`src/hw/ptu_defs.svh`:
```
// Register offsets, field positions, reset values and fixed counts of the time clock unit.
`ifndef PTU_DEFS_SVH
`define PTU_DEFS_SVH
`define PTU_REG_RATE_HI      5'h0A
`define PTU_REG_RATE_LO      5'h0B
`define PTU_REG_DUR_HI       5'h0C
`define PTU_REG_DUR_LO       5'h0D
`define PTU_REG_COC          5'h0E
`define PTU_REG_CTL          5'h10
`define PTU_REG_SEC_HI       5'h11
`define PTU_REG_SEC_LO       5'h12
`define PTU_REG_NS_HI        5'h13
`define PTU_REG_NS_LO        5'h14
`define PTU_REG_CLKSRC       5'h1B
`define PTU_REG_OFFSET       5'h1D
`define PTU_REG_PINMON       5'h1E
`define PTU_REG_HASH         5'h1F
`define PTU_CTL_LOAD         0
`define PTU_CTL_STEP         1
`define PTU_CTL_CAPTURE      2
`define PTU_RATE_NEG         15
`define PTU_RATE_TEMP        14
`define PTU_COC_EN           15
`define PTU_HASH_EN          12
`define PTU_SRC_INT          2'h0
`define PTU_SRC_DIV          2'h1
`define PTU_PER_MIN          7'h08
`define PTU_COC_DIV_MIN      8'h02
`define PTU_NS_PER_SEC       30'h3B9ACA00
`define PTU_PREAMBLE_LEN     6'h20
`define PTU_OP_READ          2'h2
`define PTU_OP_WRITE         2'h1
`define PTU_HDR_LAST         4'hB
`define PTU_DATA_LAST        4'hF
`define PTU_PHY_ADDR         5'h01
`endif

```
`src/hw/ptu_pkg.sv`:
```
// Types shared by the time clock unit and its users.
package ptu_pkg;
  typedef enum logic [2:0] {
    PTU_MI_IDLE  = 3'b000,
    PTU_MI_START = 3'b001,
    PTU_MI_HDR   = 3'b010,
    PTU_MI_TA    = 3'b011,
    PTU_MI_DATA  = 3'b100
  } ptu_mi_state_t;

  typedef struct packed {
    logic        valid;
    logic        insert;
    logic [11:0] hash;
  } ptu_rx_evt_t;
endpackage

```
`src/hw/ptu_time_clock_unit.sv`:
```
// Time clock unit: time keeping, rate steering, synchronized clock output and parser registers over MDIO.
`timescale 1ns/1ps
`include "ptu_defs.svh"
module ptu_time_clock_unit (
  input  wire logic               clock_i,
  input  wire logic               srst_i,
  input  wire logic               mdc_i,
  input  wire logic               mdio_i,
  output logic                    mdio_o,
  output logic                    mdio_oe_o,
  input  wire logic [11:0]        pin_input_levels_i,
  input  wire logic               ext_ref_i,
  input  wire logic [7:0]         message_byte_offset_i,
  input  wire ptu_pkg::ptu_rx_evt_t rx_evt_i,
  output logic                    rx_ts_deliver_o,
  output logic                    rx_ts_insert_o,
  output logic                    clk_out_o
);
  import ptu_pkg::*;

  // Pin synchronisers: the first stage is never read; logic reads the second, and a third MDC stage for edge detection.
  logic [11:0] pin_meta_r, pin_sync_r;
  logic [2:0]  mdc_meta_r, mdc_sync_r;
  logic        mdc_prev_r;
  always_ff @(posedge clock_i) begin
    pin_meta_r <= pin_input_levels_i;
    pin_sync_r <= pin_meta_r;
    mdc_meta_r <= {ext_ref_i, mdio_i, mdc_i};
    mdc_sync_r <= mdc_meta_r;
    mdc_prev_r <= mdc_sync_r[0];
  end
  logic mdc_rise, mdc_fall, mdio_s, ext_s;
  logic ext_prev_r;
  assign mdc_rise = mdc_sync_r[0] & ~mdc_prev_r;
  assign mdc_fall = ~mdc_sync_r[0] & mdc_prev_r;
  assign mdio_s   = mdc_sync_r[1];
  assign ext_s    = mdc_sync_r[2];

  // Register storage.
  logic [15:0] rate_hi_r, rate_lo_r, dur_hi_r, dur_lo_r, coc_r;
  logic [15:0] sec_hi_r, sec_lo_r, ns_hi_r, ns_lo_r, clksrc_r;
  logic [12:0] hash_r;
  logic [7:0]  offset_r;
  logic        cmd_load_r, cmd_step_r, cmd_cap_r, temp_start_r;
  logic [31:0] cap_sec_r;
  logic [29:0] cap_ns_r;

  // MDIO slave.
  ptu_mi_state_t mi_state_r;
  logic [5:0]  pre_cnt_r;
  logic [3:0]  bit_cnt_r;
  logic [11:0] hdr_r;
  logic [15:0] wsh_r, rsh_r;
  logic        rd_r, wr_r, wr_stb_r;
  logic [4:0]  wr_addr_r;
  logic [15:0] rd_data;

  always_comb begin
    case (hdr_r[4:0])
      `PTU_REG_RATE_HI: rd_data = rate_hi_r;
      `PTU_REG_RATE_LO: rd_data = rate_lo_r;
      `PTU_REG_DUR_HI:  rd_data = dur_hi_r;
      `PTU_REG_DUR_LO:  rd_data = dur_lo_r;
      `PTU_REG_COC:     rd_data = coc_r;
      `PTU_REG_SEC_HI:  rd_data = cap_sec_r[31:16];
      `PTU_REG_SEC_LO:  rd_data = cap_sec_r[15:0];
      `PTU_REG_NS_HI:   rd_data = {2'h0, cap_ns_r[29:16]};
      `PTU_REG_NS_LO:   rd_data = cap_ns_r[15:0];
      `PTU_REG_CLKSRC:  rd_data = clksrc_r;
      `PTU_REG_OFFSET:  rd_data = {8'h00, offset_r};
      `PTU_REG_PINMON:  rd_data = {4'h0, pin_sync_r};
      `PTU_REG_HASH:    rd_data = {3'h0, hash_r};
      default:          rd_data = 16'h0000;
    endcase
  end

  always_ff @(posedge clock_i) begin
    wr_stb_r <= 1'b0;
    if (srst_i) begin
      mi_state_r <= PTU_MI_IDLE;
      pre_cnt_r  <= 6'h00;
      bit_cnt_r  <= 4'h0;
      hdr_r      <= 12'h000;
      wsh_r      <= 16'h0000;
      rd_r       <= 1'b0;
      wr_r       <= 1'b0;
      wr_addr_r  <= 5'h00;
    end else if (mdc_rise) begin
      case (mi_state_r)
        PTU_MI_IDLE: begin
          if (mdio_s) begin
            if (pre_cnt_r != `PTU_PREAMBLE_LEN) begin
              pre_cnt_r <= pre_cnt_r + 6'h01;
            end
          end else begin
            mi_state_r <= (pre_cnt_r == `PTU_PREAMBLE_LEN) ? PTU_MI_START : PTU_MI_IDLE;
            pre_cnt_r  <= 6'h00;
          end
        end
        PTU_MI_START: begin
          mi_state_r <= mdio_s ? PTU_MI_HDR : PTU_MI_IDLE;
          bit_cnt_r  <= 4'h0;
        end
        PTU_MI_HDR: begin
          hdr_r     <= {hdr_r[10:0], mdio_s};
          bit_cnt_r <= bit_cnt_r + 4'h1;
          if (bit_cnt_r == `PTU_HDR_LAST) begin
            mi_state_r <= PTU_MI_TA;
            bit_cnt_r  <= 4'h0;
            rd_r <= (hdr_r[10:9] == `PTU_OP_READ) && (hdr_r[8:4] == `PTU_PHY_ADDR);
            wr_r <= (hdr_r[10:9] == `PTU_OP_WRITE) && (hdr_r[8:4] == `PTU_PHY_ADDR);
            wr_addr_r <= {hdr_r[3:0], mdio_s};
          end
        end
        PTU_MI_TA: begin
          bit_cnt_r <= bit_cnt_r + 4'h1;
          if (bit_cnt_r != 4'h0) begin
            mi_state_r <= PTU_MI_DATA;
            bit_cnt_r  <= 4'h0;
          end
        end
        PTU_MI_DATA: begin
          wsh_r     <= {wsh_r[14:0], mdio_s};
          bit_cnt_r <= bit_cnt_r + 4'h1;
          if (bit_cnt_r == `PTU_DATA_LAST) begin
            mi_state_r <= PTU_MI_IDLE;
            wr_stb_r   <= wr_r;
            rd_r       <= 1'b0;
          end
        end
        default: mi_state_r <= PTU_MI_IDLE;
      endcase
    end
  end

  // Read data is driven on falling MDC, so it is stable at the master's rising-edge sample.
  always_ff @(posedge clock_i) begin
    if (srst_i) begin
      mdio_o    <= 1'b0;
      mdio_oe_o <= 1'b0;
      rsh_r     <= 16'h0000;
    end else if (mdc_fall) begin
      if (rd_r && mi_state_r == PTU_MI_TA && bit_cnt_r != 4'h0) begin
        mdio_o    <= 1'b0;
        mdio_oe_o <= 1'b1;
        rsh_r     <= rd_data;
      end else if (rd_r && mi_state_r == PTU_MI_DATA) begin
        mdio_o    <= rsh_r[15];
        mdio_oe_o <= 1'b1;
        rsh_r     <= {rsh_r[14:0], 1'b0};
      end else begin
        mdio_oe_o <= 1'b0;
        mdio_o    <= 1'b0;
      end
    end
  end

  // Register writes; reserved bits are never stored.
  always_ff @(posedge clock_i) begin
    cmd_load_r   <= 1'b0;
    cmd_step_r   <= 1'b0;
    cmd_cap_r    <= 1'b0;
    temp_start_r <= 1'b0;
    if (srst_i) begin
      rate_hi_r <= 16'h0000;
      rate_lo_r <= 16'h0000;
      dur_hi_r  <= 16'h0000;
      dur_lo_r  <= 16'h0000;
      coc_r     <= {8'h00, `PTU_COC_DIV_MIN};
      sec_hi_r  <= 16'h0000;
      sec_lo_r  <= 16'h0000;
      ns_hi_r   <= 16'h0000;
      ns_lo_r   <= 16'h0000;
      clksrc_r  <= {9'h000, `PTU_PER_MIN};
      hash_r    <= 13'h0000;
    end else if (wr_stb_r) begin
      case (wr_addr_r)
        `PTU_REG_RATE_HI: begin
          rate_hi_r    <= {wsh_r[15:14], 4'h0, wsh_r[9:0]};
          temp_start_r <= wsh_r[`PTU_RATE_TEMP];
        end
        `PTU_REG_RATE_LO: rate_lo_r <= wsh_r;
        `PTU_REG_DUR_HI:  dur_hi_r <= wsh_r;
        `PTU_REG_DUR_LO:  dur_lo_r <= wsh_r;
        `PTU_REG_COC: begin
          coc_r[15]  <= wsh_r[`PTU_COC_EN];
          coc_r[7:0] <= (wsh_r[7:0] < `PTU_COC_DIV_MIN) ? `PTU_COC_DIV_MIN : wsh_r[7:0];
        end
        `PTU_REG_CTL: begin
          cmd_load_r <= wsh_r[`PTU_CTL_LOAD];
          cmd_step_r <= wsh_r[`PTU_CTL_STEP];
          cmd_cap_r  <= wsh_r[`PTU_CTL_CAPTURE];
        end
        `PTU_REG_SEC_HI:  sec_hi_r <= wsh_r;
        `PTU_REG_SEC_LO:  sec_lo_r <= wsh_r;
        `PTU_REG_NS_HI:   ns_hi_r <= wsh_r;
        `PTU_REG_NS_LO:   ns_lo_r <= wsh_r;
        `PTU_REG_CLKSRC: begin
          clksrc_r[15:14] <= wsh_r[15:14];
          clksrc_r[6:0]   <= (wsh_r[6:0] < `PTU_PER_MIN) ? `PTU_PER_MIN : wsh_r[6:0];
        end
        `PTU_REG_HASH:    hash_r <= wsh_r[12:0];
        default: ;
      endcase
    end
  end

  // Parser-facing status and the receive hash filter.
  always_ff @(posedge clock_i) begin
    if (srst_i) begin
      offset_r        <= 8'h00;
      rx_ts_deliver_o <= 1'b0;
      rx_ts_insert_o  <= 1'b0;
    end else begin
      offset_r        <= message_byte_offset_i;
      rx_ts_deliver_o <= rx_evt_i.valid &
                         (~hash_r[`PTU_HASH_EN] | (rx_evt_i.hash == hash_r[11:0]));
      rx_ts_insert_o  <= rx_evt_i.valid & rx_evt_i.insert;
    end
  end

  // Reference tick: every cycle, every N cycles, or each rising external edge.
  logic [3:0] div_cnt_r;
  logic       tick;
  logic [6:0] per_eff;
  always_ff @(posedge clock_i) begin
    if (srst_i) begin
      div_cnt_r  <= 4'h0;
      ext_prev_r <= 1'b0;
    end else begin
      ext_prev_r <= ext_s;
      div_cnt_r  <= (div_cnt_r + 4'h1 >= clksrc_r[6:3]) ? 4'h0 : div_cnt_r + 4'h1;
    end
  end
  always_comb begin
    case (clksrc_r[15:14])
      `PTU_SRC_INT: begin
        tick    = 1'b1;
        per_eff = clksrc_r[6:0];
      end
      `PTU_SRC_DIV: begin
        tick    = (div_cnt_r == 4'h0);
        per_eff = {clksrc_r[6:3], 3'h0};
      end
      default: begin
        tick    = ext_s & ~ext_prev_r;
        per_eff = clksrc_r[6:0];
      end
    endcase
  end

  // Rate correction, permanent or for a counted number of ticks.
  logic [31:0] temp_cnt_r;
  logic        rate_on;
  logic [63:0] inc;
  always_ff @(posedge clock_i) begin
    if (srst_i) begin
      temp_cnt_r <= 32'h0000_0000;
    end else if (temp_start_r) begin
      temp_cnt_r <= {dur_hi_r, dur_lo_r};
    end else if (tick && temp_cnt_r != 32'h0000_0000) begin
      temp_cnt_r <= temp_cnt_r - 32'h0000_0001;
    end
  end
  assign rate_on = ~rate_hi_r[`PTU_RATE_TEMP] | (temp_cnt_r != 32'h0000_0000);
  always_comb begin
    inc = {25'h0000000, per_eff, 32'h0000_0000};
    if (rate_on) begin
      if (rate_hi_r[`PTU_RATE_NEG]) begin
        inc = inc - {38'h0, rate_hi_r[9:0], rate_lo_r};
      end else begin
        inc = inc + {38'h0, rate_hi_r[9:0], rate_lo_r};
      end
    end
  end

  // Time value; only 32 seconds bits exist, the upper protocol bits are left to software.
  logic [31:0] sec_r, sec_nxt;
  logic [29:0] ns_r, ns_nxt;
  logic [31:0] frac_r, frac_nxt;
  logic [63:0] acc_sum;
  logic signed [33:0] step_ns;
  logic signed [32:0] step_sec;
  always_comb begin
    sec_nxt  = sec_r;
    ns_nxt   = ns_r;
    frac_nxt = frac_r;
    step_ns  = $signed({4'h0, ns_r}) + $signed({{2{ns_hi_r[15]}}, ns_hi_r, ns_lo_r});
    step_sec = $signed({1'b0, sec_r});
    acc_sum  = {2'h0, ns_r, frac_r} + inc;
    // Three passes cover the largest step, a little over two seconds either way.
    for (int i = 0; i < 3; i++) begin
      if (step_ns < 0) begin
        step_ns  = step_ns + $signed({4'h0, `PTU_NS_PER_SEC});
        step_sec = step_sec - 33'sd1;
      end else if (step_ns >= $signed({4'h0, `PTU_NS_PER_SEC})) begin
        step_ns  = step_ns - $signed({4'h0, `PTU_NS_PER_SEC});
        step_sec = step_sec + 33'sd1;
      end
    end
    if (cmd_load_r) begin
      sec_nxt = {sec_hi_r, sec_lo_r};
      ns_nxt  = {ns_hi_r[13:0], ns_lo_r};
      frac_nxt = 32'h0000_0000;
    end else if (cmd_step_r) begin
      // A tick landing on the step cycle is dropped; the error is one tick increment, about one period.
      if (step_sec < 0) begin
        sec_nxt  = 32'h0000_0000;
        ns_nxt   = 30'h00000000;
        frac_nxt = 32'h0000_0000;
      end else begin
        sec_nxt = step_sec[31:0];
        ns_nxt  = step_ns[29:0];
      end
    end else if (tick) begin
      frac_nxt = acc_sum[31:0];
      if (acc_sum[63:32] >= {2'h0, `PTU_NS_PER_SEC}) begin
        ns_nxt  = 30'(acc_sum[63:32] - {2'h0, `PTU_NS_PER_SEC});
        sec_nxt = sec_r + 32'h0000_0001;
      end else begin
        ns_nxt = acc_sum[61:32];
      end
    end
  end
  always_ff @(posedge clock_i) begin
    if (srst_i) begin
      sec_r  <= 32'h0000_0000;
      ns_r   <= 30'h00000000;
      frac_r <= 32'h0000_0000;
    end else begin
      sec_r  <= sec_nxt;
      ns_r   <= ns_nxt;
      frac_r <= frac_nxt;
    end
  end
  always_ff @(posedge clock_i) begin
    if (srst_i) begin
      cap_sec_r <= 32'h0000_0000;
      cap_ns_r  <= 30'h00000000;
    end else if (cmd_cap_r) begin
      cap_sec_r <= sec_r;
      cap_ns_r  <= ns_r;
    end
  end

  // Output clock: a phase accumulator on the same increment, so rate steering is followed but steps
  // are not. Half period is divisor times 2 ns; increments above a half period lose edges.
  logic [40:0] phase_r, phase_sum;
  logic [40:0] half_per;
  assign half_per  = {coc_r[7:0], 1'b0, 32'h0000_0000};
  assign phase_sum = phase_r + {inc[40:0]};
  always_ff @(posedge clock_i) begin
    if (srst_i || !coc_r[`PTU_COC_EN]) begin
      phase_r   <= 41'h000_0000_0000;
      clk_out_o <= 1'b0;
    end else if (tick) begin
      if (phase_sum >= half_per) begin
        phase_r   <= phase_sum - half_per;
        clk_out_o <= ~clk_out_o;
      end else begin
        phase_r <= phase_sum;
      end
    end
  end
endmodule

```
`config.mk`:
```
export PLATFORM = sky130hd
export DESIGN_NAME = ptu_time_clock_unit
export DESIGN_NICKNAME = d
export VERILOG_FILES = /design/src/hw/ptu_pkg.sv /design/src/hw/ptu_time_clock_unit.sv
export VERILOG_INCLUDE_DIRS = /design/src /design/src/hw
export SDC_FILE = /design/constraint.sdc
export NUM_CORES = 2
export LEC_CHECK = 0
export ABC_AREA = 1
export BUFFER_PORTS_ARGS = -buffer_cell sky130_fd_sc_hd__buf_4
export CAP_MARGIN = 10
export CELL_PAD_IN_SITES_DETAIL_PLACEMENT = 1
export CELL_PAD_IN_SITES_GLOBAL_PLACEMENT = 1
export CORE_MARGIN = 10
export CORE_UTILIZATION = 35
export CTS_BUF_LIST = sky130_fd_sc_hd__clkbuf_8
export DETAILED_ROUTE_END_ITERATION = 8
export GPL_TIMING_DRIVEN = 0
export MAX_ROUTING_LAYER = met4
export PLACE_DENSITY_LB_ADDON = 0.2
export SYNTH_ARGS = -nofsm -noshare
export SYNTH_HDL_FRONTEND = slang
export SYNTH_SLANG_ARGS = --single-unit
```
`constraint.sdc`:
```
create_clock -name clock_i -period 9.4 [get_ports clock_i]
set_clock_uncertainty 0.15 [all_clocks]
set_input_delay 0.47 -clock clock_i [delete_from_list [all_inputs] [get_ports clock_i]]
set_output_delay 0.47 -clock clock_i [all_outputs]
set_load 0.03 [all_outputs]
```
==> results.txt <==
Site Rows = 127
ANT nets after route = 0
Buf/Inv on CP = 7
Max-cap check violation count = 0
Worst r2r dst = ns_r[26]
Sequential area share after synthesis = 23.66%
Syn Inst Count = 7191
Layout cell share with drive strength beyond 1 = 5.559%
Top FF cell, synth = dfxtp_1
WP data required = 9900 ps
Final setup fails = 0
Synthesis-stage register bit count = 501
Final Critical Period = 8997 ps
CTS buffer count = 91
Routed len/inst = 23.85 um
TritonCTS Sinks = 501
Layout Utilization = 39.24%
Die Y-Extent = 368.0 um
Overall Global Routing Usage = 31.13%
Vias in the first global route = 50500
Min-Delay Path Depth = 5
PD cells = 110.8 nW/um^2
Slew @ Worst Pin = 1391 ps
Final period util = 95.71%
Clock tree buffer depth = 3
Routability Congestion = 1.025
Max-slew headroom = 7.274%
Final #Nets = 7572
Max stage delay cell, worst path = clkbuf_1
Most used cell, CP = nand2_1
Placeable core region = 120100 sq um
Final HPWL DP = 174.8 mm
Syn Nets = 7402
Critical path's largest stage delay = 690 ps
Crit path depth = 40
Startpoint types = register
Drt pass-1 iters = 5
Worst r2r src = ns_r[0]
Reg clk slew, reported paths = 60 ps
Drt initial violations = 4305
Die footprint = 135400 sq um
CP arrival = 9500 ps
Chip width = 368.0 um
Avg Vias per Cell = 5.613
TNS Setup = 0 ps
Layout area overhead = 11.21%
Crit path capture type = register
Post-synth EDFFs = 0
Crit path max-delay family = simple AND/OR/NAND/NOR gates
Total Power = 5.225 mW
Cells on worst reg2reg path = 40
Area leader, netlist = dfxtp_1
Worst skew pair latency = 760 ps
Worst setup path class = register to register
Initial antenna violation count = 10
Pin count of the biggest net entering global routing = 27
CTS tree = yes
Mapped Area = 42390 sq um
Routed vias = 50790
Hold EP = rx_ts_deliver_o
R2R Setup Slk = 400 ps
First-pass GRT wire length = 318.2 mm
Final Hold Viols = 0
Status = finished, final reports clean
Pins Over Slew Limit = 0
Min-Delay Startpoint = rx_evt_i[7]
Root Driver = clkbuf_8
Cell variety after synth = 67
Synth area leaders = dfxtp_1 24%, nand2_1 16%, nor2_1 8.1%
Crit Path Max Fanout = 10
Static Leak = 22.78 nW
Worst vdd ir = 0.0001352 V
Share of the synthesized area in the top cell type = 23.66%
DRC Markers = 0
Final wirelength = 215.8 mm
Fmax = 111.2 MHz
Grt ovf = 0
Warnings from Yosys = 0
Hold crit path type = input port to register
Post-synth ARST share = 0%
Mapped Avg Cell Area = 5.895 sq um
Initial Utilization = 35.29%
Htree depth = 3
Number of I/O pins = 44
PortBufs = 43
==> logic make-up after synthesis <==
family	Yosys count	synth area share (%)
compound gates	1446	18.92
xor+xnor	238	5.006
fa+ha+maj	172	5.148
buf+inv	1167	10.75
flops	501	23.66
mux	2	0.04723
simple gates	3665	36.47
==> power by group <==
group / leakage [nW] / internal [mW] / switching [mW]
clock: 1.09 / 1.20 / 1.04
sequential: 4.05 / 2.20 / 0.0887
combinational: 17.6 / 0.242 / 0.445
==> layer usage <==
layer / vias up / share of wire [%] / track usage, %
met2: 1690 / 47 / 51.85
met1: 24640 / 42 / 37.30
li1: 23960 / - / -
met5: - / 0 / -
met3: 498 / 6.0 / 4.246
met4: 0 / 5.1 / 13.62
==> worst min-delay path: stages <==
cell and delay (ps):
buf_4 90, xor2_1 140, nor4_1 60, nand3_1 80
a21oi_1 90
==> stage by stage <==
| stage | instance area, sq um | hold slack [ps] | setup slack [ps] | std cells |
|---|---|---|---|---|
| 3_5_place_dp | 44750 | 165.1 | -508.6 | 8848 |
| 3_3_place_gp | 44730 | 163.3 | -457.6 | 8846 |
| 4_1_cts | 46950 | 9.318 | 81.26 | 9036 |
| 6_report | 47140 | 104.9 | 403.3 | 9049 |
| 2_1_floorplan | 42390 | 159.6 | 2548 | 7191 |
| 5_1_grt | 47140 | 101.1 | -25.33 | 9047 |
==> worst max path at each step <==
stage,slack [ps],startpoint,endpoint
finish,400,ns_r[0],ns_r[26]
global placement,-460,temp_cnt_r[0],ns_r[16]
global route,-30,temp_cnt_r[0],clk_out_o
CTS,80,rate_lo_r[1],ns_r[19]
detailed placement,-510,temp_cnt_r[0],ns_r[15]
floorplan,2550,rate_lo_r[0],ns_r[27]
==> timing repair <==
item,in CTS,in global routing
buffers inserted,0,4
gates cloned,0,1
setup endpoints to repair,25,62
endpoints found under the hold margin,25,0
pin swaps,0,0
hold buffers,26,0
gates resized for setup,6,41
==> cells in the mapped netlist, drive strengths merged (25+ instances only) <==
cell type / n
buf: 58
ha: 168
nand2: 1870
nor4: 32
a31oi: 59
a21oi: 588
o21ai: 555
nor2: 941
nand4: 132
o22ai: 46
a21boi: 35
clkbuf: 194
a221oi: 25
nand3: 541
nor3: 99
o221ai: 31
inv: 894
xnor2: 48
dfxtp: 501
xor2: 190
==> flip-flops by register name, summed over array words and instances (netlist names), 9 cells and up <==
name / flops
wsh_r: 16
coc_r: 9
sec_lo_r: 16
pin_sync_r: 12
clksrc_r: 9
pin_meta_r: 12
rate_lo_r: 16
rate_hi_r: 12
rsh_r: 16
phase_r: 41
sec_hi_r: 16
ns_hi_r: 16
temp_cnt_r: 32
frac_r: 32
dur_lo_r: 16
cap_ns_r: 30
cap_sec_r: 32
hdr_r: 11
sec_r: 32
dur_hi_r: 16
ns_lo_r: 16
hash_r: 13
ns_r: 30
==> cell type report <==
| type | instances | area (sq um) |
|---|---|---|
| plain buffers | 252 | 1136 |
| multi-input cells | 5523 | 27910 |
| flip-flops and latches | 501 | 10030 |
| repair inverters | 1 | 7.507 |
| well taps | 1612 | 2017 |
| inverters | 915 | 3442 |
| clock buffers | 117 | 1610 |
| fillers | 16570 | 72990 |
| diodes | 7 | 17.52 |
| clock inverters | 45 | 310.3 |
| repair buffers | 76 | 663.1 |
==> placed cells by master (no fill, tap or decap), drive strengths merged, types with 10 or more instances in the layout <==
master	Yosys	routed
nor2	941	941
nand3b	18	18
inv	894	923
xnor2	48	48
nand2	1870	1870
o211ai	21	21
a21boi	35	35
o21ai	555	555
a221oi	25	25
clkbuf	194	314
a31oi	59	59
nor4	32	32
o2111ai	10	10
dfxtp	501	501
xor2	190	190
nor3	99	99
or2	17	17
a21oi	588	588
nand3	541	541
o221ai	31	31
ha	168	168
buf	58	105
dlygate4sd3	0	26
nand4	132	132
clkinv	21	31
o21bai	12	12
o22ai	46	46
Note: power is estimated with default switching activity, not from simulation.
